**config.mk**
```make
export PLATFORM = sky130hd
export DESIGN_NAME = daq_scan_timing_sequencer
export DESIGN_NICKNAME = d
export VERILOG_FILES = /design/src/rtl/daq_seq_pkg.sv /design/src/rtl/daq_scan_timing_sequencer.sv
export VERILOG_INCLUDE_DIRS = /design/src /design/src/rtl
export SDC_FILE = /design/constraint.sdc
export NUM_CORES = 1
export LEC_CHECK = 0
export ABC_CLOCK_PERIOD_IN_PS = 3300
export BUFFER_PORTS_ARGS = -buffer_cell sky130_fd_sc_hd__buf_2
export CAP_MARGIN = 10
export CORE_ASPECT_RATIO = 0.8
export CORE_UTILIZATION = 60
export DETAILED_ROUTE_END_ITERATION = 8
export PLACE_DENSITY = 0.79
export SYNTH_ARGS = -nofsm -noshare
export SYNTH_HDL_FRONTEND = slang
export SYNTH_SLANG_ARGS = --single-unit
```
**constraint.sdc**
```tcl
create_clock -name pclk -period 3.3 [get_ports pclk]
set_input_delay 0.165 -clock pclk [delete_from_list [all_inputs] [get_ports pclk]]
set_output_delay 0.165 -clock pclk [all_outputs]
set_load 0.05 [all_outputs]
```
**src/rtl/daq_seq_cfg.svh**
```systemverilog
`ifndef DAQ_SEQ_CFG_SVH
`define DAQ_SEQ_CFG_SVH
// ****************************************
// widths
// ****************************************
`define NPIN        10
`define CNT_W       16
`define CPS_W       8
// ****************************************
// register byte offsets
// ****************************************
`define OFS_CTRL     8'h00
`define OFS_PSEL_A   8'h04
`define OFS_PSEL_B   8'h08
`define OFS_INTERVAL 8'h0C
`define OFS_SCANS    8'h10
`define OFS_CONV     8'h14
`define OFS_STATUS   8'h18
// ****************************************
// field positions and reset values
// ****************************************
`define BIT_SW_START  1
`define BIT_SW_STOP   2
`define BIT_STB_GO    17
`define CTRL_KEEP     32'h0001_FFF9
`define RST_WORD      32'h0000_0000
`define RST_CPS       8'h01
// ****************************************
// timing
// ****************************************
`define PCLK_HZ       10000000
`define PULSE_MIN_NS  50
`define MUX_DLY_NS    50
`define MUX_WID_NS    400
`define SLOW_TB_HZ    100000
`define STB_SLOW_NS   10000
`define STB_FAST_NS   1200
`define STB_PULSES    8
`define NS_CYC_UP(ns) ((((ns) * (`PCLK_HZ / 1000000)) + 999) / 1000)
`define PULSE_CYC     `NS_CYC_UP(`PULSE_MIN_NS)
`define MUX_DLY_CYC   `NS_CYC_UP(`MUX_DLY_NS)
`define MUX_WID_CYC   `NS_CYC_UP(`MUX_WID_NS)
`define SLOW_DIV      (`PCLK_HZ / `SLOW_TB_HZ)
`define STB_SLOW_HALF (`NS_CYC_UP(`STB_SLOW_NS) / 2)
`define STB_FAST_HALF (`NS_CYC_UP(`STB_FAST_NS) / 2)
`endif

```
**src/rtl/daq_seq_pkg.sv**
```systemverilog
`include "daq_seq_cfg.svh"
package daq_seq_pkg;
  typedef enum logic [1:0] {ACQ_IDLE, ACQ_PRE, ACQ_ARMED, ACQ_POST} acq_state_t;
  typedef struct packed {
    logic        psel;
    logic        penable;
    logic        pwrite;
    logic [7:0]  paddr;
    logic [31:0] pwdata;
  } apb_req_t;
  typedef struct packed {
    logic [31:0] prdata;
    logic        pready;
    logic        pslverr;
  } apb_rsp_t;
  typedef struct packed {
    logic [13:0] rsvd;
    logic stb_go, stb_level, stb_fast, stb_hw, si_ext, si_slow;
    logic oe_conv, oe_scan, oe_post, mux_pol, mux_en, scan_lvl;
    logic int_conv, int_scan, sw_gate, sw_stop, sw_start, pretrig;
  } ctrl_t;
  typedef struct packed {
    logic       pol;
    logic [2:0] rsvd;
    logic [3:0] pin;
  } pinsel_t;
  typedef struct packed {
    logic                post, post_oe, scan, scan_oe;
    logic                conv_n, conv_oe, adc, mux, stb_n;
  } pins_out_t;
  typedef struct packed {
    apb_rsp_t            rsp;
    ctrl_t               ctrl;
    pinsel_t [3:0]       psa;
    pinsel_t [1:0]       psb;
    logic [`CNT_W-1:0]   scan_iv, samp_iv, pre_n, post_n;
    logic [`CPS_W-1:0]   cps;
    logic [`NPIN-1:0]    s1, s2, s3, flt;
    acq_state_t          acq;
    logic [`CNT_W-1:0]   scan_cnt, si_cnt, samp_cnt;
    logic [6:0]          slow_div, stb_div;
    logic                si_lvl, busy;
    logic [`CPS_W-1:0]   conv_left;
    logic [2:0]          mux_cnt;
    logic [4:0]          stb_left;
    pins_out_t           po;
  } seq_state_t;
endpackage

```
**src/rtl/daq_scan_timing_sequencer.sv**
```systemverilog
// Design decisions made here: the APB interface to the registers and the register offsets.
`timescale 1ns/1ps
`include "daq_seq_cfg.svh"
module daq_scan_timing_sequencer
  import daq_seq_pkg::*;
(
  // clock and reset
  input  wire logic             pclk,
  input  wire logic             presetn,
  // register bus
  input  wire apb_req_t         apb_req,
  output apb_rsp_t              apb_rsp,
  // function pins in
  input  wire logic [`NPIN-1:0] programmable_function_pin_in,
  // timing outputs
  output logic                  posttrigger_event_out,
  output logic                  posttrigger_event_oe,
  output logic                  scan_start_pulse_out,
  output logic                  scan_start_pulse_oe,
  output logic                  convert_out_n,
  output logic                  convert_oe,
  output logic                  adc_convert,
  output logic                  mux_advance_pulse,
  output logic                  external_latch_strobe_n
);

  seq_state_t state_q, state_d;
  logic [`NPIN-1:0] rise, fall;
  logic start_ev, post_raw, post_acc, gate_on, si_tick, int_req, scan_req;
  logic scan_go, conv_go, last, sw_start, sw_stop, stb_go, wr, active;

  // ****************************************
  // pin selection and strobe half period helpers
  // ****************************************
  function automatic logic pick(input logic [`NPIN-1:0] v, input pinsel_t s);
    pick = (s.pin < 4'(`NPIN)) ? v[s.pin] : 1'b0;
  endfunction
  function automatic logic edge_of(input logic [`NPIN-1:0] r, input logic [`NPIN-1:0] f,
                                   input pinsel_t s);
    edge_of = s.pol ? pick(f, s) : pick(r, s);
  endfunction
  function automatic logic [6:0] stb_half(input logic fast);
    stb_half = fast ? 7'(`STB_FAST_HALF - 1) : 7'(`STB_SLOW_HALF - 1);
  endfunction

  // ****************************************
  // next state
  // ****************************************
  // one process holds everything so the cycle order is easy to follow
  always_comb begin
    state_d = state_q;
    // bus: answer one cycle after setup, no further waits
    state_d.rsp.pready  = apb_req.psel & ~apb_req.penable;
    state_d.rsp.pslverr = 1'b0;
    state_d.rsp.prdata  = 32'h0000_0000;
    if (apb_req.psel & ~apb_req.penable & ~apb_req.pwrite) begin
      if (apb_req.paddr == `OFS_CTRL) begin
        state_d.rsp.prdata = state_q.ctrl;
      end else if (apb_req.paddr == `OFS_PSEL_A) begin
        state_d.rsp.prdata = state_q.psa;
      end else if (apb_req.paddr == `OFS_PSEL_B) begin
        state_d.rsp.prdata = {16'h0000, state_q.psb};
      end else if (apb_req.paddr == `OFS_INTERVAL) begin
        state_d.rsp.prdata = {state_q.samp_iv, state_q.scan_iv};
      end else if (apb_req.paddr == `OFS_SCANS) begin
        state_d.rsp.prdata = {state_q.post_n, state_q.pre_n};
      end else if (apb_req.paddr == `OFS_CONV) begin
        state_d.rsp.prdata = {24'h00_0000, state_q.cps};
      end else if (apb_req.paddr == `OFS_STATUS) begin
        state_d.rsp.prdata = {state_q.scan_cnt, state_q.conv_left, 5'h00,
                              state_q.busy, state_q.acq};
      end else begin
        state_d.rsp.pslverr = 1'b1;
      end
    end
    if (apb_req.psel & ~apb_req.penable & apb_req.pwrite) begin
      state_d.rsp.pslverr = (apb_req.paddr > `OFS_CONV) | (apb_req.paddr[1:0] != 2'h0);
    end
    wr = apb_req.psel & apb_req.penable & apb_req.pwrite & state_q.rsp.pready;
    sw_start = wr && apb_req.paddr == `OFS_CTRL && apb_req.pwdata[`BIT_SW_START];
    sw_stop  = wr && apb_req.paddr == `OFS_CTRL && apb_req.pwdata[`BIT_SW_STOP];
    stb_go   = wr && apb_req.paddr == `OFS_CTRL && apb_req.pwdata[`BIT_STB_GO];
    if (wr) begin
      if (apb_req.paddr == `OFS_CTRL) begin
        state_d.ctrl = ctrl_t'(apb_req.pwdata & `CTRL_KEEP); // strobe bits not stored
      end else if (apb_req.paddr == `OFS_PSEL_A) begin
        state_d.psa = apb_req.pwdata;
      end else if (apb_req.paddr == `OFS_PSEL_B) begin
        state_d.psb = apb_req.pwdata[15:0];
      end else if (apb_req.paddr == `OFS_INTERVAL) begin
        {state_d.samp_iv, state_d.scan_iv} = apb_req.pwdata;
      end else if (apb_req.paddr == `OFS_SCANS) begin
        {state_d.post_n, state_d.pre_n} = apb_req.pwdata;
      end else if (apb_req.paddr == `OFS_CONV) begin
        state_d.cps = apb_req.pwdata[`CPS_W-1:0];
      end
    end

    // pin synchroniser: level moves only when stages two and three agree
    state_d.s1  = programmable_function_pin_in;
    state_d.s2  = state_q.s1;
    state_d.s3  = state_q.s2;
    state_d.flt = (~(state_q.s2 ^ state_q.s3) & state_q.s3) |
                  ((state_q.s2 ^ state_q.s3) & state_q.flt);
    rise = state_d.flt & ~state_q.flt;
    fall = ~state_d.flt & state_q.flt;

    active   = state_q.acq != ACQ_IDLE;
    start_ev = ~active & (sw_start | edge_of(rise, fall, state_q.psa[0]));
    post_raw = edge_of(rise, fall, state_q.psa[1]);
    post_acc = post_raw & (state_q.acq == ACQ_ARMED) & ~sw_stop;
    gate_on  = pick(state_q.flt, state_q.psb[0]) ^ state_q.psb[0].pol;

    // scan interval clock: level pin edge, fast timebase or 100 kHz divider
    state_d.si_lvl = pick(state_q.flt, state_q.psb[1]) ^ state_q.psb[1].pol;
    state_d.slow_div = (state_q.slow_div == 7'(`SLOW_DIV - 1)) ? 7'h00 : state_q.slow_div + 7'h01;
    if (state_q.ctrl.si_ext) begin
      si_tick = state_d.si_lvl & ~state_q.si_lvl;
    end else if (state_q.ctrl.si_slow) begin
      si_tick = state_q.slow_div == 7'h00;
    end else begin
      si_tick = 1'b1; // fast timebase is capped at the bus clock rate
    end

    // scan interval counter runs only inside a sequence
    int_req = 1'b0;
    if (start_ev) begin
      state_d.si_cnt = state_q.scan_iv;
    end else if (active & si_tick) begin
      if (state_q.si_cnt == '0) begin
        int_req = 1'b1;
        state_d.si_cnt = state_q.scan_iv;
      end else begin
        state_d.si_cnt = state_q.si_cnt - 1'b1;
      end
    end
    scan_req = state_q.ctrl.int_scan ? int_req : edge_of(rise, fall, state_q.psa[2]);
    // gate sampled only when a scan would begin, so a running scan is untouched
    scan_go = scan_req & active & ~state_q.busy & ~gate_on & ~state_q.ctrl.sw_gate &
              ~sw_stop;

    // conversions: internal counter zero or each external edge inside a scan
    if (state_q.ctrl.int_conv) begin
      conv_go = state_q.busy & (state_q.samp_cnt == '0);
    end else begin
      conv_go = state_q.busy & edge_of(rise, fall, state_q.psa[3]);
    end
    conv_go = conv_go & active & ~sw_stop;
    last = conv_go & (state_q.conv_left <= 8'h01);

    // sample interval counter; reload never below one keeps pulses apart
    if (scan_go | conv_go) begin
      state_d.samp_cnt = (state_q.samp_iv == '0) ? 16'h0001 : state_q.samp_iv;
    end else if (state_q.busy) begin
      state_d.samp_cnt = state_q.samp_cnt - 1'b1;
    end
    if (scan_go) begin
      state_d.busy = 1'b1;
      state_d.conv_left = state_q.cps;
    end else if (conv_go) begin
      state_d.conv_left = state_q.conv_left - 1'b1;
    end
    if (last | sw_stop) begin
      state_d.busy = 1'b0;
    end

    // acquisition sequence
    case (state_q.acq)
      ACQ_IDLE: begin
        if (start_ev) begin
          state_d.acq = state_q.ctrl.pretrig ? ACQ_PRE : ACQ_POST;
          state_d.scan_cnt = state_q.ctrl.pretrig ? state_q.pre_n : state_q.post_n;
        end
      end
      ACQ_PRE: begin
        if (state_q.scan_cnt == '0) begin
          state_d.acq = ACQ_ARMED;
          state_d.scan_cnt = state_q.post_n;
        end else if (last) begin
          state_d.scan_cnt = state_q.scan_cnt - 1'b1;
        end
      end
      ACQ_ARMED: begin
        if (post_acc) begin
          state_d.acq = ACQ_POST;
        end
      end
      ACQ_POST: begin
        if (state_q.scan_cnt == '0) begin
          state_d.acq = ACQ_IDLE;
        end else if (last) begin
          state_d.scan_cnt = state_q.scan_cnt - 1'b1;
        end
      end
      default: state_d.acq = ACQ_IDLE;
    endcase
    if (sw_stop) begin
      state_d.acq = ACQ_IDLE;
    end

    // mux advance: one cycle late, four cycles wide
    if (conv_go) begin
      state_d.mux_cnt = 3'(`MUX_DLY_CYC + `MUX_WID_CYC);
    end else if (state_q.mux_cnt != 3'h0) begin
      state_d.mux_cnt = state_q.mux_cnt - 3'h1;
    end

    // latch strobe: eight low pulses at the chosen half period
    if (stb_go & state_q.ctrl.stb_hw & (state_q.stb_left == 5'h00)) begin
      state_d.stb_left = 5'(2 * `STB_PULSES);
      state_d.stb_div  = stb_half(state_q.ctrl.stb_fast);
    end else if (state_q.stb_left != 5'h00) begin
      if (state_q.stb_div == 7'h00) begin
        state_d.stb_div  = stb_half(state_q.ctrl.stb_fast);
        state_d.stb_left = state_q.stb_left - 5'h01;
      end else begin
        state_d.stb_div = state_q.stb_div - 7'h01;
      end
    end

    // registered pin outputs; drivers stay off until software enables them
    state_d.po.post    = post_acc;
    state_d.po.post_oe = state_q.ctrl.oe_post;
    state_d.po.scan    = scan_go | (state_q.ctrl.scan_lvl & state_q.po.scan &
                         state_q.busy & ~last);
    state_d.po.scan_oe = state_q.ctrl.oe_scan;
    state_d.po.conv_n  = ~conv_go;
    state_d.po.conv_oe = state_q.ctrl.oe_conv;
    state_d.po.adc     = conv_go;
    state_d.po.mux     = (state_q.ctrl.mux_en & (state_d.mux_cnt != 3'h0) &
                         (state_d.mux_cnt <= 3'(`MUX_WID_CYC))) ^ state_q.ctrl.mux_pol;
    state_d.po.stb_n   = state_q.ctrl.stb_hw ?
                         ~((state_d.stb_left != 5'h00) & ~state_d.stb_left[0]) :
                         ~state_q.ctrl.stb_level;
  end

  // ****************************************
  // state register
  // ****************************************
  always_ff @(posedge pclk or negedge presetn) begin
    if (!presetn) begin
      state_q           <= '0;
      state_q.cps       <= `RST_CPS;
      state_q.acq       <= ACQ_IDLE;
      state_q.po.conv_n <= 1'b1;
      state_q.po.stb_n  <= 1'b1;
    end else begin
      state_q <= state_d;
    end
  end

  // outputs straight from the register
  assign apb_rsp                 = state_q.rsp;
  assign posttrigger_event_out   = state_q.po.post;
  assign posttrigger_event_oe    = state_q.po.post_oe;
  assign scan_start_pulse_out    = state_q.po.scan;
  assign scan_start_pulse_oe     = state_q.po.scan_oe;
  assign convert_out_n           = state_q.po.conv_n;
  assign convert_oe              = state_q.po.conv_oe;
  assign adc_convert             = state_q.po.adc;
  assign mux_advance_pulse       = state_q.po.mux;
  assign external_latch_strobe_n = state_q.po.stb_n;
endmodule // daq_scan_timing_sequencer

```
==> flow_summary.ini <==
[power_and_ir_drop]
pwr_density_cell_nw_per_um2 = 596
peakVddDrop_uv = 461
p_leak_nw = 8.02

[clock_tree]
htreeDepth = 1
root_buffer = clkbuf_16
cts_setup_buffers = 0
clock_latency_ns = 0.56
clock_path_buffers = 3
clk_pin_slew_worst_paths_ns = 0.07
cts_made_buffers = 30
cts_tree = done
numClockSinks = 300

[outcome]
outcome = finished, final reports clean

[place]
placed_area_um2 = 16300
port_buffers = 97
globalplace.congestion = 0.957
dp_slack_ns = -0.0861
dp_hpwl_um = 32000

[hold_path]
holdPathStages = 3
hp-class = in -> reg
hold_start = apb_req[42]
min_to = apb_rsp[0]$_DFF_PN0_

[logic_synthesis]
synth-seq-cells = 300
synth_compound_area_share_pct = 15.1
syn_area_um2 = 15600
synth_warnings = 0
async_flop_share_pct = 100
yosys.area_share.simple_pct = 14.9
yosysSeqAreaShare_pct = 48.2
netlist-cell-type-count = 104
synthFlopType = dfrtp_1
netlist_instances = 1445
syn_nets = 1518
avgSynthCellArea_um2 = 10.8
synth_top_family_by_area = compound AO/OA/AOI/OAI gates
synthAdderAreaFrac_pct = 2.09
synth_xor_area_share_pct = 1.01
synthMuxAreaShare_pct = 13.6
synth-edff-count = 0

[sta]
rsz0062_at_grt = no
relSlewSlack_pct = 41.5
layout_min_cycle_time_ns = 3.22
holdWs_ns = 0.0492
hold_violations = 0
fmax_mhz = 310
setup_viol = 0
fin_crit_sh_pct = 97.7
fin_ws_ns = 0.0761
tightest_slew_ns = 0.878
skew_ns = 0.0192
drv_slew = 0
fin_setup_tns_ns = 0

[drt]
dr.pass1.iters = 8
vias_per_cell = 6.66
drc = 0
avgRoutedWirePerCell_um = 23.8
drtAntennaViolNets = 0
drt_iter0_drc = 1602
drt_wl_total_um = 45400
vias = 12700

[floorplan]
die_w_um = 182
die_area_um2 = 26600
ioPinCount = 98
dieHeight_um = 146
start_util_pct = 61.4
rows = 52
core-area_um2 = 25400

[finish]
fill_cells = 1830
layout-drive-gt1-share_pct = 25.3
regArea_um2 = 7510
finalNetCount = 1634
mostFrequentLayoutCell = dfrtp_1
utilization_pct = 70.6
syn2layout_area_growth_pct = 14.9
multi_input_area_um2 = 7330
antenna-diode-count = 0
layout_common_cells = dfrtp_1, nand2_1, mux2_2
stdcell_area_um2 = 17900

[global_routing]
grt_pass1_wl_um = 72500
antenna_found_initial = 0
grt_max_degree = 87
grt_usage_pct = 35.2
grt_overflow_total = 0
grt_pass1_vias = 12600

[worst_setup_path]
worst_setup_path_end_kind = flip-flop
crit_fanout = 17
slowest_delay_ns = 0.57
cp.required_ns = 3.74
r2r_slack_ns = 0.08
arrival_ns = 3.67
r2r-start = state_q[211]$_DFFE_PN0P_
startpoint = state_q[211]$_DFFE_PN0P_
crit_chain = mux4_2 -> a22oi_2 -> mux2_1 -> nor2_1 -> nor2_1 -> buf_4 -> a21o_1 -> a221o_1
start_kind = flip-flop
reg2reg_to = state_q[61]$_DFFE_PN0P_
cp_common_cell = nor2_1
crit_type = reg -> reg
cp_slowest_cell = mux4_2
reg2reg_depth = 8

[run]
maxCapViolations = 0
area by class of cell:
type	instances	share of cell area [%]
multi-input combinational	990	41.0
clock inverter	17	1.48
timing repair buffer	192	7.63
clock buffer	39	4.72
sequential	300	41.9
tap	324	2.26
inverter	47	1.01
metrics by stage:
stage | std cells | power, mW
after floorplan | 1445 | 6.05
after global placement | 1804 | 6.69
after detailed placement | 1804 | 6.78
after CTS | 1908 | 10.6
after global routing | 1909 | 11.1
final | 1909 | 10.7
flip-flops by register name (all words and copies together), names as in the netlist:
signal and count:
external_latch_strobe_n 1, scan_start_pulse_out 1, scan_start_pulse_oe 1, posttrigger_event_out 1, state_q 234, state_d 23, convert_oe 1, posttrigger_event_oe 1
apb_rsp 34, adc_convert 1, mux_advance_pulse 1, convert_out_n 1
critical path: cells and delay by family (launching register included):
family / cells / cell delay, ns
AOI/OAI and AO/OA: 3 / 0.97
muxes: 2 / 0.96
buffers and inverters: 1 / 0.23
and+or+nand+nor: 2 / 0.41
DFF: 1 / 0.52
worst max path at each step:
stage	slack, ns	endpoint
after floorplan	0.74	state_q[86]$_DFFE_PN0P_
after global placement	-0.05	state_q[80]$_DFFE_PN0P_
after detailed placement	-0.09	state_q[82]$_DFFE_PN0P_
after CTS	0.01	state_q[62]$_DFFE_PN0P_
after global routing	0.01	state_q[61]$_DFFE_PN0P_
final	0.08	state_q[61]$_DFFE_PN0P_
synth_stat cells (7+ instances only):
cell	count	area (um^2)
a21oi_1	54	270
a221o_1	15	150
a221oi_1	7	61.3
a222oi_1	23	230
a22oi_1	23	173
a31oi_1	12	75.1
buf_2	24	120
buf_4	39	293
clkbuf_1	37	139
dfrtp_1	297	7430
ha_1	18	225
inv_1	44	165
maj3_1	10	100
mux2_2	137	1540
mux2i_1	28	280
mux4_2	13	293
nand2_1	147	552
nand2b_1	12	75.1
nand3_1	16	80.1
nand3b_1	16	120
nand4b_1	9	78.8
nor2_1	94	353
nor2b_1	12	75.1
nor3_1	39	195
nor3b_1	7	52.6
nor3b_2	8	100
nor4_1	15	93.8
o21ai_0	72	360
o21ai_1	24	120
o221ai_1	14	123
xnor2_1	12	105
metal layers:
metal / track usage [%] / up-vias / wire length (um)
met2: 51.9 / 753 / 20000
li1: - / 5557 / -
met3: 8.58 / 116 / 5200
met5: 0 / - / 0
met4: 12.4 / 0 / 1560
met1: 50.8 / 6281 / 18700
report_power, final:
group / switching (mW) / total, mW / leakage (nW) / internal (mW)
registers: 0.394 / 4.38 / 3.93 / 3.99
logic: 1.51 / 2.49 / 3.55 / 0.986
clock network: 1.51 / 3.80 / 0.536 / 2.29
logic make-up after synthesis:
family	count (synthesis)
AO/OA/AOI/OAI	326
AND/OR/NAND/NOR	439
buffers and inverters	155
XOR/XNOR	18
multiplexers	179
flip-flops	300
adder cells (fa/ha/maj)	28
timing repair:
item	4_1_cts	5_1_grt
resized for setup	2	4
endpoints found under the setup margin	11	11
endpoints found under the hold margin	225	0
hold buffers	48	0
cloned	0	0
No activity file was read; power rests on OpenSTA's default activity.
